[src/motor_supervisor_pkg.sv]
// shared constants for the motor starter supervisor
package motor_supervisor_pkg;
    localparam int unsigned CLK_HZ          = 250_000_000;
    // short scan period keeps supervision times fine-grained
    localparam int unsigned TICK_NS         = 2_000;
    localparam int unsigned TICK_CYCLES     = (TICK_NS * (CLK_HZ / 1_000_000)) / 1000;
    localparam int unsigned TICK_W          = 18;
    localparam int unsigned TIME_W          = 16;
    localparam int unsigned TICKS_PER_SEC   = 1_000_000_000 / TICK_NS;
    localparam int unsigned SEC_W           = 8;
    localparam int unsigned SIM_W           = 27;
    localparam logic [TIME_W-1:0] TIME_ONE  = 16'h0001;
    localparam logic [SIM_W-1:0]  SIM_ONE   = 27'h0000001;
    localparam logic [TIME_W-1:0] TIME_ZERO = 16'h0000;

    typedef enum logic [3:0]
    {
        MOTOR_STOPPED  = 4'h1,
        MOTOR_STARTING = 4'h2,
        MOTOR_RUNNING  = 4'h4,
        MOTOR_STOPPING = 4'h8
    } motor_state_e;
endpackage : motor_supervisor_pkg

[src/motor_starter_supervisor.sv]
// supervisory control for a smart soft-starter motor controller
`timescale 1ns/1ps
module motor_starter_supervisor
(
    input  wire logic                                      ref_clk_in,
    input  wire logic                                      rst_in,
    input  wire logic                                      block_enable_in,
    input  wire logic                                      start_cmd_in,
    input  wire logic                                      stop_cmd_in,
    input  wire logic                                      jog_cmd_in,
    input  wire logic                                      reset_cmd_in,
    input  wire logic                                      sim_in,
    input  wire logic                                      run_feedback_in,
    input  wire logic                                      use_run_feedback_in,
    input  wire logic                                      starter_faulted_in,
    input  wire logic                                      comm_failure_in,
    input  wire logic                                      interlock_ok_in,
    input  wire logic                                      nb_interlock_ok_in,
    input  wire logic                                      interlock_bypass_in,
    input  wire logic                                      start_fail_shed_in,
    input  wire logic                                      comm_fault_shed_in,
    input  wire logic [motor_supervisor_pkg::TIME_W-1:0]   start_timeout_ticks_in,
    input  wire logic [motor_supervisor_pkg::TIME_W-1:0]   stop_timeout_ticks_in,
    input  wire logic [motor_supervisor_pkg::SEC_W-1:0]    sim_feedback_seconds,
    output logic                                           motor_run_out,
    output logic                                           motor_jog_out,
    output logic                                           clear_fault_out,
    output logic [3:0]                                     motor_state_out,
    output logic                                           program_oos_out,
    output logic                                           start_timeout_alarm,
    output logic                                           stop_timeout_alarm,
    output logic                                           interlock_trip_alarm,
    output logic                                           comm_fault_alarm,
    output logic                                           starter_fault_alarm,
    output logic                                           start_blocked_out
);
    // command and status pins pass two flip-flops before use; configuration inputs are used directly
    typedef struct packed
    {
        logic [15:0] meta;
        logic [15:0] sync;
    } sync_s;

    typedef struct packed
    {
        logic                                    first_scan_done;
        logic                                    run_cmd;
        logic                                    jog_cmd;
        logic                                    shed_latch;
        logic [motor_supervisor_pkg::TIME_W-1:0] sup_count;
        logic [motor_supervisor_pkg::SIM_W-1:0]  sim_count;
        logic                                    run_out;
        logic                                    jog_out;
        logic                                    clear_fault;
        logic [3:0]                              state;
        logic                                    oos;
        logic                                    a_start;
        logic                                    a_stop;
        logic                                    a_intlk;
        logic                                    a_comm;
        logic                                    a_starter;
    } sup_s;

    sync_s sync_reg;
    sync_s sync_next;
    sup_s  state_reg;
    sup_s  state_next;
    logic  tick;

    scan_tick_gen u_tick
    (
        .ref_clk_in (ref_clk_in),
        .rst_in     (rst_in),
        .tick_out   (tick)
    );

    logic [15:0] raw_pins;
    assign raw_pins = {5'h00, block_enable_in, start_cmd_in, stop_cmd_in, jog_cmd_in, reset_cmd_in,
                       sim_in, run_feedback_in, starter_faulted_in, comm_failure_in,
                       interlock_ok_in, nb_interlock_ok_in};

    always_comb
    begin
        sync_next      = sync_reg;
        sync_next.meta = raw_pins;
        sync_next.sync = sync_reg.meta;
    end

    logic en_s;
    logic start_s;
    logic stop_s;
    logic jog_s;
    logic reset_s;
    logic sim_s;
    logic fb_s;
    logic fault_s;
    logic comm_s;
    logic ilk_s;
    logic nbilk_s;
    assign en_s    = sync_reg.sync[10];
    assign start_s = sync_reg.sync[9];
    assign stop_s  = sync_reg.sync[8];
    assign jog_s   = sync_reg.sync[7];
    assign reset_s = sync_reg.sync[6];
    assign sim_s   = sync_reg.sync[5];
    assign fb_s    = sync_reg.sync[4];
    assign fault_s = sync_reg.sync[3];
    assign comm_s  = sync_reg.sync[2];
    assign ilk_s   = sync_reg.sync[1];
    assign nbilk_s = sync_reg.sync[0];

    logic                                    trip;
    logic                                    running_cmd;
    logic                                    fb_used;
    logic [motor_supervisor_pkg::SIM_W-1:0]  sim_limit;

    assign running_cmd = state_reg.run_cmd | state_reg.jog_cmd;
    assign fb_used     = use_run_feedback_in & ~sim_s;
    assign sim_limit   = motor_supervisor_pkg::SIM_W'(sim_feedback_seconds
                         * motor_supervisor_pkg::TICKS_PER_SEC);

    always_comb
    begin
        state_next             = state_reg;
        state_next.clear_fault = 1'b0;
        trip = ~nbilk_s | (~ilk_s & ~interlock_bypass_in);
        if (tick)
        begin
            if (!state_reg.first_scan_done)
            begin
                state_next.first_scan_done = 1'b1;
            end
            else if (!en_s)
            begin
                state_next.run_cmd    = 1'b0;
                state_next.jog_cmd    = 1'b0;
                state_next.shed_latch = 1'b0;
                state_next.oos        = 1'b1;
                state_next.a_start    = 1'b0;
                state_next.a_stop     = 1'b0;
                state_next.a_intlk    = 1'b0;
                state_next.a_comm     = 1'b0;
                state_next.a_starter  = 1'b0;
                state_next.sup_count  = motor_supervisor_pkg::TIME_ZERO;
                state_next.sim_count  = '0;
                state_next.state      = motor_supervisor_pkg::MOTOR_STOPPED;
            end
            else
            begin
                state_next.oos = 1'b0;
                if (reset_s)
                begin
                    state_next.clear_fault = 1'b1;
                    state_next.shed_latch  = 1'b0;
                    state_next.a_start     = 1'b0;
                    state_next.a_stop      = 1'b0;
                    state_next.a_intlk     = 1'b0;
                    state_next.a_comm      = 1'b0;
                    state_next.a_starter   = 1'b0;
                end
                if (stop_s)
                begin
                    state_next.run_cmd = 1'b0;
                end
                else if (start_s && !state_reg.shed_latch && !trip)
                begin
                    state_next.run_cmd = 1'b1;
                end
                state_next.jog_cmd = jog_s & ~stop_s & ~state_reg.shed_latch & ~trip & ~state_next.run_cmd;
                if (running_cmd && trip)
                begin
                    state_next.run_cmd = 1'b0;
                    state_next.jog_cmd = 1'b0;
                    state_next.a_intlk = 1'b1;
                end
                if (comm_s)
                begin
                    state_next.a_comm = 1'b1;
                    if (comm_fault_shed_in)
                    begin
                        state_next.shed_latch = 1'b1;
                        state_next.run_cmd    = 1'b0;
                        state_next.jog_cmd    = 1'b0;
                    end
                end
                if (fault_s)
                begin
                    state_next.a_starter = 1'b1;
                end
                if ((state_next.run_cmd | state_next.jog_cmd) != running_cmd)
                begin
                    state_next.sup_count = motor_supervisor_pkg::TIME_ZERO;
                    state_next.sim_count = '0;
                end
                else
                begin
                    if (state_reg.sup_count != {motor_supervisor_pkg::TIME_W{1'b1}})
                    begin
                        state_next.sup_count = state_reg.sup_count + motor_supervisor_pkg::TIME_ONE;
                    end
                    if (state_reg.sim_count < sim_limit)
                    begin
                        state_next.sim_count = state_reg.sim_count + motor_supervisor_pkg::SIM_ONE;
                    end
                    if (fb_used && running_cmd && !fb_s && state_reg.sup_count >= start_timeout_ticks_in)
                    begin
                        state_next.a_start = 1'b1;
                        if (start_fail_shed_in)
                        begin
                            state_next.shed_latch = 1'b1;
                            state_next.run_cmd    = 1'b0;
                            state_next.jog_cmd    = 1'b0;
                        end
                    end
                    if (fb_used && !running_cmd && fb_s && state_reg.sup_count >= stop_timeout_ticks_in)
                    begin
                        state_next.a_stop = 1'b1;
                    end
                end
                if (sim_s)
                begin
                    if (state_next.run_cmd | state_next.jog_cmd)
                    begin
                        state_next.state = (state_next.sim_count >= sim_limit)
                            ? motor_supervisor_pkg::MOTOR_RUNNING : motor_supervisor_pkg::MOTOR_STARTING;
                    end
                    else
                    begin
                        state_next.state = (state_next.sim_count >= sim_limit)
                            ? motor_supervisor_pkg::MOTOR_STOPPED : motor_supervisor_pkg::MOTOR_STOPPING;
                    end
                end
                else if (state_next.run_cmd | state_next.jog_cmd)
                begin
                    state_next.state = (fb_s || !use_run_feedback_in)
                        ? motor_supervisor_pkg::MOTOR_RUNNING : motor_supervisor_pkg::MOTOR_STARTING;
                end
                else
                begin
                    state_next.state = (fb_s && use_run_feedback_in)
                        ? motor_supervisor_pkg::MOTOR_STOPPING : motor_supervisor_pkg::MOTOR_STOPPED;
                end
            end
        end
        state_next.run_out = state_next.run_cmd & ~sim_s & en_s;
        state_next.jog_out = state_next.jog_cmd & ~sim_s & en_s;
    end

    always_ff @(posedge ref_clk_in)
    begin
        if (rst_in)
        begin
            sync_reg  <= '0;
            state_reg <= '{state: motor_supervisor_pkg::MOTOR_STOPPED, default: '0};
        end
        else
        begin
            sync_reg  <= sync_next;
            state_reg <= state_next;
        end
    end

    assign motor_run_out        = state_reg.run_out;
    assign motor_jog_out        = state_reg.jog_out;
    assign clear_fault_out      = state_reg.clear_fault;
    assign motor_state_out      = state_reg.state;
    assign program_oos_out      = state_reg.oos;
    assign start_timeout_alarm  = state_reg.a_start;
    assign stop_timeout_alarm   = state_reg.a_stop;
    assign interlock_trip_alarm = state_reg.a_intlk;
    assign comm_fault_alarm     = state_reg.a_comm;
    assign starter_fault_alarm  = state_reg.a_starter;
    assign start_blocked_out    = state_reg.shed_latch;
endmodule : motor_starter_supervisor

[src/scan_tick_gen.sv]
// scan clock enable divider
`timescale 1ns/1ps
module scan_tick_gen
(
    input  wire logic ref_clk_in,
    input  wire logic rst_in,
    output logic      tick_out
);
    typedef struct packed
    {
        logic [motor_supervisor_pkg::TICK_W-1:0] count;
        logic                                    tick;
    } tick_s;

    tick_s state_reg;
    tick_s state_next;

    always_comb
    begin
        state_next      = state_reg;
        state_next.tick = 1'b0;
        if (state_reg.count == motor_supervisor_pkg::TICK_W'(motor_supervisor_pkg::TICK_CYCLES - 1))
        begin
            state_next.count = '0;
            state_next.tick  = 1'b1;
        end
        else
        begin
            state_next.count = state_reg.count + 1'b1;
        end
    end

    always_ff @(posedge ref_clk_in)
    begin
        if (rst_in)
        begin
            state_reg <= '0;
        end
        else
        begin
            state_reg <= state_next;
        end
    end

    assign tick_out = state_reg.tick;
endmodule : scan_tick_gen

[config.mk]
export PLATFORM = sky130hd
export DESIGN_NAME = motor_starter_supervisor
export DESIGN_NICKNAME = d
export VERILOG_FILES = /design/src/motor_supervisor_pkg.sv /design/src/motor_starter_supervisor.sv /design/src/scan_tick_gen.sv
export SDC_FILE = /design/constraint.sdc
export NUM_CORES = 1
export LEC_CHECK = 0
export BUFFER_PORTS_ARGS = -buffer_cell sky130_fd_sc_hd__buf_2
export CAP_MARGIN = 20
export CELL_PAD_IN_SITES_DETAIL_PLACEMENT = 0
export CELL_PAD_IN_SITES_GLOBAL_PLACEMENT = 1
export CORE_ASPECT_RATIO = 0.5
export CORE_UTILIZATION = 42
export DETAILED_ROUTE_END_ITERATION = 8
export PLACE_DENSITY = 0.9
export SYNTH_ARGS = -nofsm -noshare
export SYNTH_HDL_FRONTEND = slang
export SYNTH_SLANG_ARGS = --single-unit
[constraint.sdc]
create_clock -name ref_clk_in -period 8.6 [get_ports ref_clk_in]
set_input_delay 1.29 -clock ref_clk_in [delete_from_list [all_inputs] [get_ports ref_clk_in]]
set_output_delay 1.29 -clock ref_clk_in [all_outputs]
set_load 0.01 [all_outputs]
==> results.sh, run 1 <==
export IMPL_clk_latency_ns=0.35
export IMPL_core_area_um2=18500
export IMPL_design_area_um2=9410
export IMPL_dp_cells=1322
export IMPL_cts_clk_slew_worst_paths_ns=0.07
export IMPL_synth_main_ff_cell="dfxtp_1"
export IMPL_path_max_fanout=6
export IMPL_tns_ns=0
export IMPL_cts_tree="built"
export IMPL_seq_area_frac_synth_pct=25.3
export IMPL_clock_skew_ns=0.0106
export IMPL_grt_pass1_vias=7024
export IMPL_synth_top_cells_by_count="ha_1 (132), nor2_1 (107), dfxtp_1 (101)"
export IMPL_fmax_ghz=0.119
export IMPL_async_reset_ff_share_pct=0
export IMPL_ir_drop_v=0.000101
export IMPL_fin_crit_ns=8.41
export IMPL_p_leak_nw=4.48
export IMPL_place_congestion=0.899
export IMPL_fin_crit_sh_pct=97.8
export IMPL_syn_inst=960
export IMPL_grt_start_max_net_pins=52
export IMPL_ant_nets=0
export IMPL_drc=0
export IMPL_netlist_area_leader_share_pct=25.3
export IMPL_gr_usage_all_layers_pct=20.6
export IMPL_min_path_type="register to register"
export IMPL_cts_sinks=101
export IMPL_num_vias=7118
export IMPL_post_drt_via_cell_ratio=5.31
export IMPL_crit_required_ns=8.81
export IMPL_slowest_delay_ns=0.61
export IMPL_ctsHoldBuffers=0
export IMPL_drt_iter0_drc=341
export IMPL_drt_first_pass_iters=5
export IMPL_synth_edf_count=0
export IMPL_syn_num_nets=1166
export IMPL_layout_setup_ws_ns=0.186
export IMPL_hold_violations=0
export IMPL_antenna_found_initial=0
export IMPL_drv_slew=0
export IMPL_max_cap_violations=0
export IMPL_area_growth_pct=17.6
export IMPL_dieWidth_um=197
export IMPL_yosysUniqueCellTypes=59
export IMPL_place_ws_ns=-0.407
export IMPL_largest_reg_flops=46
export IMPL_fin_nets=1283
export IMPL_worstSetupEndpointType="register"
export IMPL_crit_path_top_delay_cell="fa_1"
export IMPL_yosysTopAreaCell="dfxtp_1"
export IMPL_tightest_slew_ns=1.14
export IMPL_num_io_pins=71
export IMPL_status="completed"
export IMPL_grt_pass1_wl_um=32900
export IMPL_clock_root_buffer="clkbuf_16"
export IMPL_grt_ovfl_total=0
export IMPL_drt_wl_total_um=19600
export IMPL_post_route_util_pct=50.8
export IMPL_synth_cell_area_um2=8000
export IMPL_diodes=0
export IMPL_place_area_um2=9000
export IMPL_nFillCells=1745
export IMPL_power_density_nw_per_um2=174
export IMPL_slew_headroom_pct=23.4
export IMPL_cpMostUsedCell="ha_1"
export IMPL_cts_buffers=9
export IMPL_die_y_um=99.6
export IMPL_port_buffers=70
export IMPL_initial_core_util_pct=43.2
export IMPL_h_tree_depth=3
export IMPL_die_area_um2=19600
export IMPL_setup_viol=0
export IMPL_wl_per_cell_um=14.6
export IMPL_clk_path_buf_depth=2
export IMPL_synth_warnings=0
export IMPL_startpoint_type="input pin"
export IMPL_criticalPathCategory="input pin to register"
export IMPL_avgSynthCellArea_um2=8.33
export IMPL_num_rows=35
export IMPL_fin_cells=1340
export IMPL_drive_gt1_share_pct=16.3
export IMPL_synth_area_leaders="dfxtp_1 (25%), ha_1 (21%), nor2_1 (5.0%), fa_1 (4.3%), xor2_1 (4.1%)"
export IMPL_hpwlAfterDp_um=15600
export IMPL_ys_ff_latch=101
export IMPL_synth_most_common_cell="ha_1"
export IMPL_cp_arrival_ns=8.62
==> power breakdown <==
part,total [mW],switching (mW),internal (mW),leakage (nW)
Combinational,0.767,0.400,0.366,3.53
Sequential,0.477,0.00370,0.474,0.819
Clock,0.394,0.194,0.201,0.132
==> path summary, 6_finish.rpt <==
kind,startpoint,end,slack [ns],depth (start not counted)
worst min register to register,sync_next[8],stop_s,0.44,1
worst min-delay path,sync_next[8],stop_s,0.44,1
worst max-delay path,sim_feedback_seconds[5],motor_state_out[0],0.19,35
worst max register to register,state_reg[27],motor_state_out[0],3.84,23
==> cells in the final DEF (no fill, tap or decap), types with 6 or more instances in the layout <==
master / n
xor2_1: 37
nor3_1: 18
nand4_1: 14
buf_2: 70
a22o_1: 10
a31oi_1: 7
buf_4: 63
nor2_1: 105
inv_1: 86
a21oi_1: 51
o21a_1: 6
nand2b_1: 8
a21oi_2: 6
fa_1: 17
xnor2_1: 30
o21ai_0: 44
or3_1: 10
nor2b_1: 30
o21ai_1: 6
and3_1: 14
nand2_1: 51
dfxtp_1: 101
a21o_1: 18
clkbuf_16: 9
and4_1: 10
nor4_1: 8
ha_1: 129
nand3_1: 34
and2_1: 6
==> what timing repair did <==
action                     in CTS  in global routing
pin swaps                       1                 22
setup endpoints to repair       4                  4
setup buffers                   0                  3
resized for setup               4                 26
==> routing by layer <==
layer  global-route usage [%]  part of all wire [%]  vias up
met5                        0                     0        -
met3                     2.75                   3.6       19
met4                     5.01                  0.93        0
li1                         -                     -     3599
met1                     25.7                    47     3373
met2                     37.7                    48      127
==> metrics by stage <==
step	hold slack, ns	power [mW]
floorplan	0.414	0.923
global placement	0.415	1.18
detailed placement	0.424	1.20
CTS	0.441	1.60
global route	0.453	1.75
finish	0.439	1.64
==> final cells by class <==
cell class / instances / area [µm²] / share of cell area (%)
multi-input combinational: 745 / 5630 / 59.9
sequential: 101 / 2020 / 21.5
timing repair buffer: 133 / 823 / 8.75
inverter: 87 / 327 / 3.47
tap: 259 / 324 / 3.44
clock buffer: 9 / 225 / 2.39
clock inverter: 6 / 55.1 / 0.585
==> kinds of logic (layout without fill, tap and decap cells) <==
logic type	Yosys count	in the layout	synth area share [%]
adders and majority gates	149	149	24.9
muxes	4	4	0.501
xor gates and xnor gates	68	68	7.62
DFF	101	101	25.3
and+or+nand+nor	326	326	20.2
AOI/OAI and AO/OA	198	198	15.9
buffers and inverters	114	235	5.57
==> worst max-delay path, delay by kind of cell <==
| family | cells | cell delay [ns] |
|---|---|---|
| adders and majority gates | 7 | 2.76 |
| AOI/OAI and AO/OA | 12 | 2.35 |
| and+or+nand+nor | 12 | 1.67 |
| xor gates and xnor gates | 2 | 0.30 |
| buffers and inverters | 2 | 0.27 |
(Power assumes the default switching activity.)
==> run 2, diff against run 1 <==
- MAX_ROUTING_LAYER: not set -> met4
==> run 2 against run 1 <==
  * Cell count grew 0.37%
  * Sequential power is essentially flat
  * Critical path depth grew 1
  * Design area rose by 0.82%
  * Combinational power grew 3.1%
  * Hold slack barely moved
==> results.sh, run 2 (same netlist as run 1, synthesis figures left out) <==
export IMPL_cts_sinks=101
export IMPL_num_vias=7098
export IMPL_hold_violations=0
export IMPL_grt_start_max_net_pins=52
export IMPL_layout_commonest_cell="ha_1"
export IMPL_place_area_um2=9010
export IMPL_drv_slew=0
export IMPL_ir_drop_v=0.000109
export IMPL_grt_pass1_wl_um=32900
export IMPL_place_congestion=0.954
export IMPL_layout_setup_ws_ns=0.318
export IMPL_drive_gt1_share_pct=16.4
export IMPL_crit_path_top_delay_cell="fa_2"
export IMPL_crit_required_ns=8.84
export IMPL_slew_headroom_pct=29.3
export IMPL_worstSetupEndpointType="register"
export IMPL_total_power_mw=1.71
export IMPL_status="completed"
export IMPL_criticalPathCategory="input pin to register"
export IMPL_drt_first_pass_iters=5
export IMPL_drt_iter0_drc=330
export IMPL_setup_viol=0
export IMPL_drt_wl_total_um=19700
export IMPL_path_max_fanout=7
export IMPL_clock_skew_ns=0.00818
export IMPL_post_drt_via_cell_ratio=5.28
export IMPL_clk_latency_ns=0.35
export IMPL_fin_crit_ns=8.28
export IMPL_power_density_nw_per_um2=180
export IMPL_startpoint_type="input pin"
export IMPL_cts_tree="built"
export IMPL_max_cap_violations=0
export IMPL_p_clk_share_pct=25.9
export IMPL_core_area_um2=18500
export IMPL_num_rows=35
export IMPL_final_cell_mix="ha_1 (129), nor2_1 (105), dfxtp_1 (101)"
export IMPL_cts_clk_slew_worst_paths_ns=0.07
export IMPL_clk_path_buf_depth=2
export IMPL_p_sw_mw=0.592
export IMPL_drc=0
export IMPL_ctsHoldBuffers=0
export IMPL_comb_power_share_pct=46.2
export IMPL_fmax_ghz=0.121
export IMPL_timing_critical_path_buf_inv=5
export IMPL_area_growth_pct=18.6
export IMPL_dieWidth_um=197
export IMPL_nFillCells=1767
export IMPL_regArea_um2=2020
export IMPL_cp_arrival_ns=8.52
export IMPL_swShare_pct=34.6
export IMPL_die_y_um=99.6
export IMPL_design_area_um2=9490
export IMPL_h_tree_depth=3
export IMPL_p_int_mw=1.12
export IMPL_gr_usage_all_layers_pct=21.2
export IMPL_tightest_slew_ns=1.05
export IMPL_largest_reg_flops=46
export IMPL_cp_top_family="adder cells"
export IMPL_initial_core_util_pct=43.2
export IMPL_clock_root_buffer="clkbuf_16"
export IMPL_grt_ovfl_total=0
export IMPL_die_area_um2=19600
export IMPL_place_ws_ns=-0.375
export IMPL_multi_input_area_um2=5640
export IMPL_ant_nets=0
export IMPL_wl_per_cell_um=14.6
export IMPL_antenna_found_initial=1
export IMPL_hpwlAfterDp_um=15600
export IMPL_port_buffers=70
export IMPL_slowest_delay_ns=0.60
export IMPL_p_leak_nw=4.52
export IMPL_min_path_type="register to register"
export IMPL_fin_nets=1287
export IMPL_grt_pass1_vias=6999
export IMPL_power_frac_seq_pct=27.9
export IMPL_fin_crit_sh_pct=96.3
export IMPL_cts_buffers=9
export IMPL_num_io_pins=71
run 2: worst reg2reg max path: cells and delay by family (launching register included):
kind	cells	cell delay, ns
flops	1	0.52
xor+xnor	1	0.13
compound gates	10	2.04
fa+ha+maj	2	0.63
simple gates	7	0.80
buf+inv	2	0.33
run 2: metal layers:
| metal | track usage (%) | wire, µm | vias up |
|---|---|---|---|
| li1 | - | - | 3614 |
| met1 | 25.8 | 9330 | 3339 |
| met2 | 37.2 | 9430 | 123 |
| met3 | 3.32 | 657 | 22 |
| met4 | 4.53 | 245 | 0 |
| met5 | - | 0 | - |
run 2: final timing paths:
kind / from / endpoint / slack [ns] / cells past startpoint
max: sim_feedback_seconds[4] / motor_state_out[1] / 0.32 / 36
min: sync_next[1] / ilk_s / 0.44 / 1
max reg2reg: state_reg[26] / motor_state_out[0] / 4.00 / 22
min reg2reg: sync_next[1] / ilk_s / 0.44 / 1
run 2: power groups by stage:
| stage | sequential, mW | combinational, mW | clock [mW] |
|---|---|---|---|
| after CTS | 0.477 | 0.721 | 0.454 |
| after floorplan | 0.487 | 0.436 | 0 |
| final | 0.477 | 0.791 | 0.442 |
| after global placement | 0.488 | 0.696 | 0 |
| after detailed placement | 0.488 | 0.714 | 0 |
| after global routing | 0.478 | 0.887 | 0.469 |
run 2: what timing repair did:
action	in CTS	in global routing
buffers inserted	0	5
endpoints found under the hold margin	0	0
pin swaps	0	21
gates resized for setup	1	25
endpoints found under the setup margin	3	4
run 2: metrics by stage:
step | setup TNS [ns] | instances | hold slack, ns | utilization (%)
floorplan | 0 | 960 | 0.414 | -
global placement | -0.558 | 1323 | 0.415 | 48.6
detailed placement | -1.44 | 1324 | 0.428 | 48.7
CTS | 0 | 1339 | 0.445 | 50.4
global route | -0.126 | 1345 | 0.452 | 51.2
finish | 0 | 1345 | 0.439 | 51.2
run 2: cell type report:
type                            instances  share of cell area [%]
Multi-Input combinational cell        745                    59.5
Sequential cell                       101                    21.3
Timing Repair Buffer                  137                    8.97
Inverter                               87                    3.44
Tap cell                              259                    3.42
Clock buffer                            9                    2.37
Clock inverter                          6                   0.989
Antenna cell                            1                  0.0264
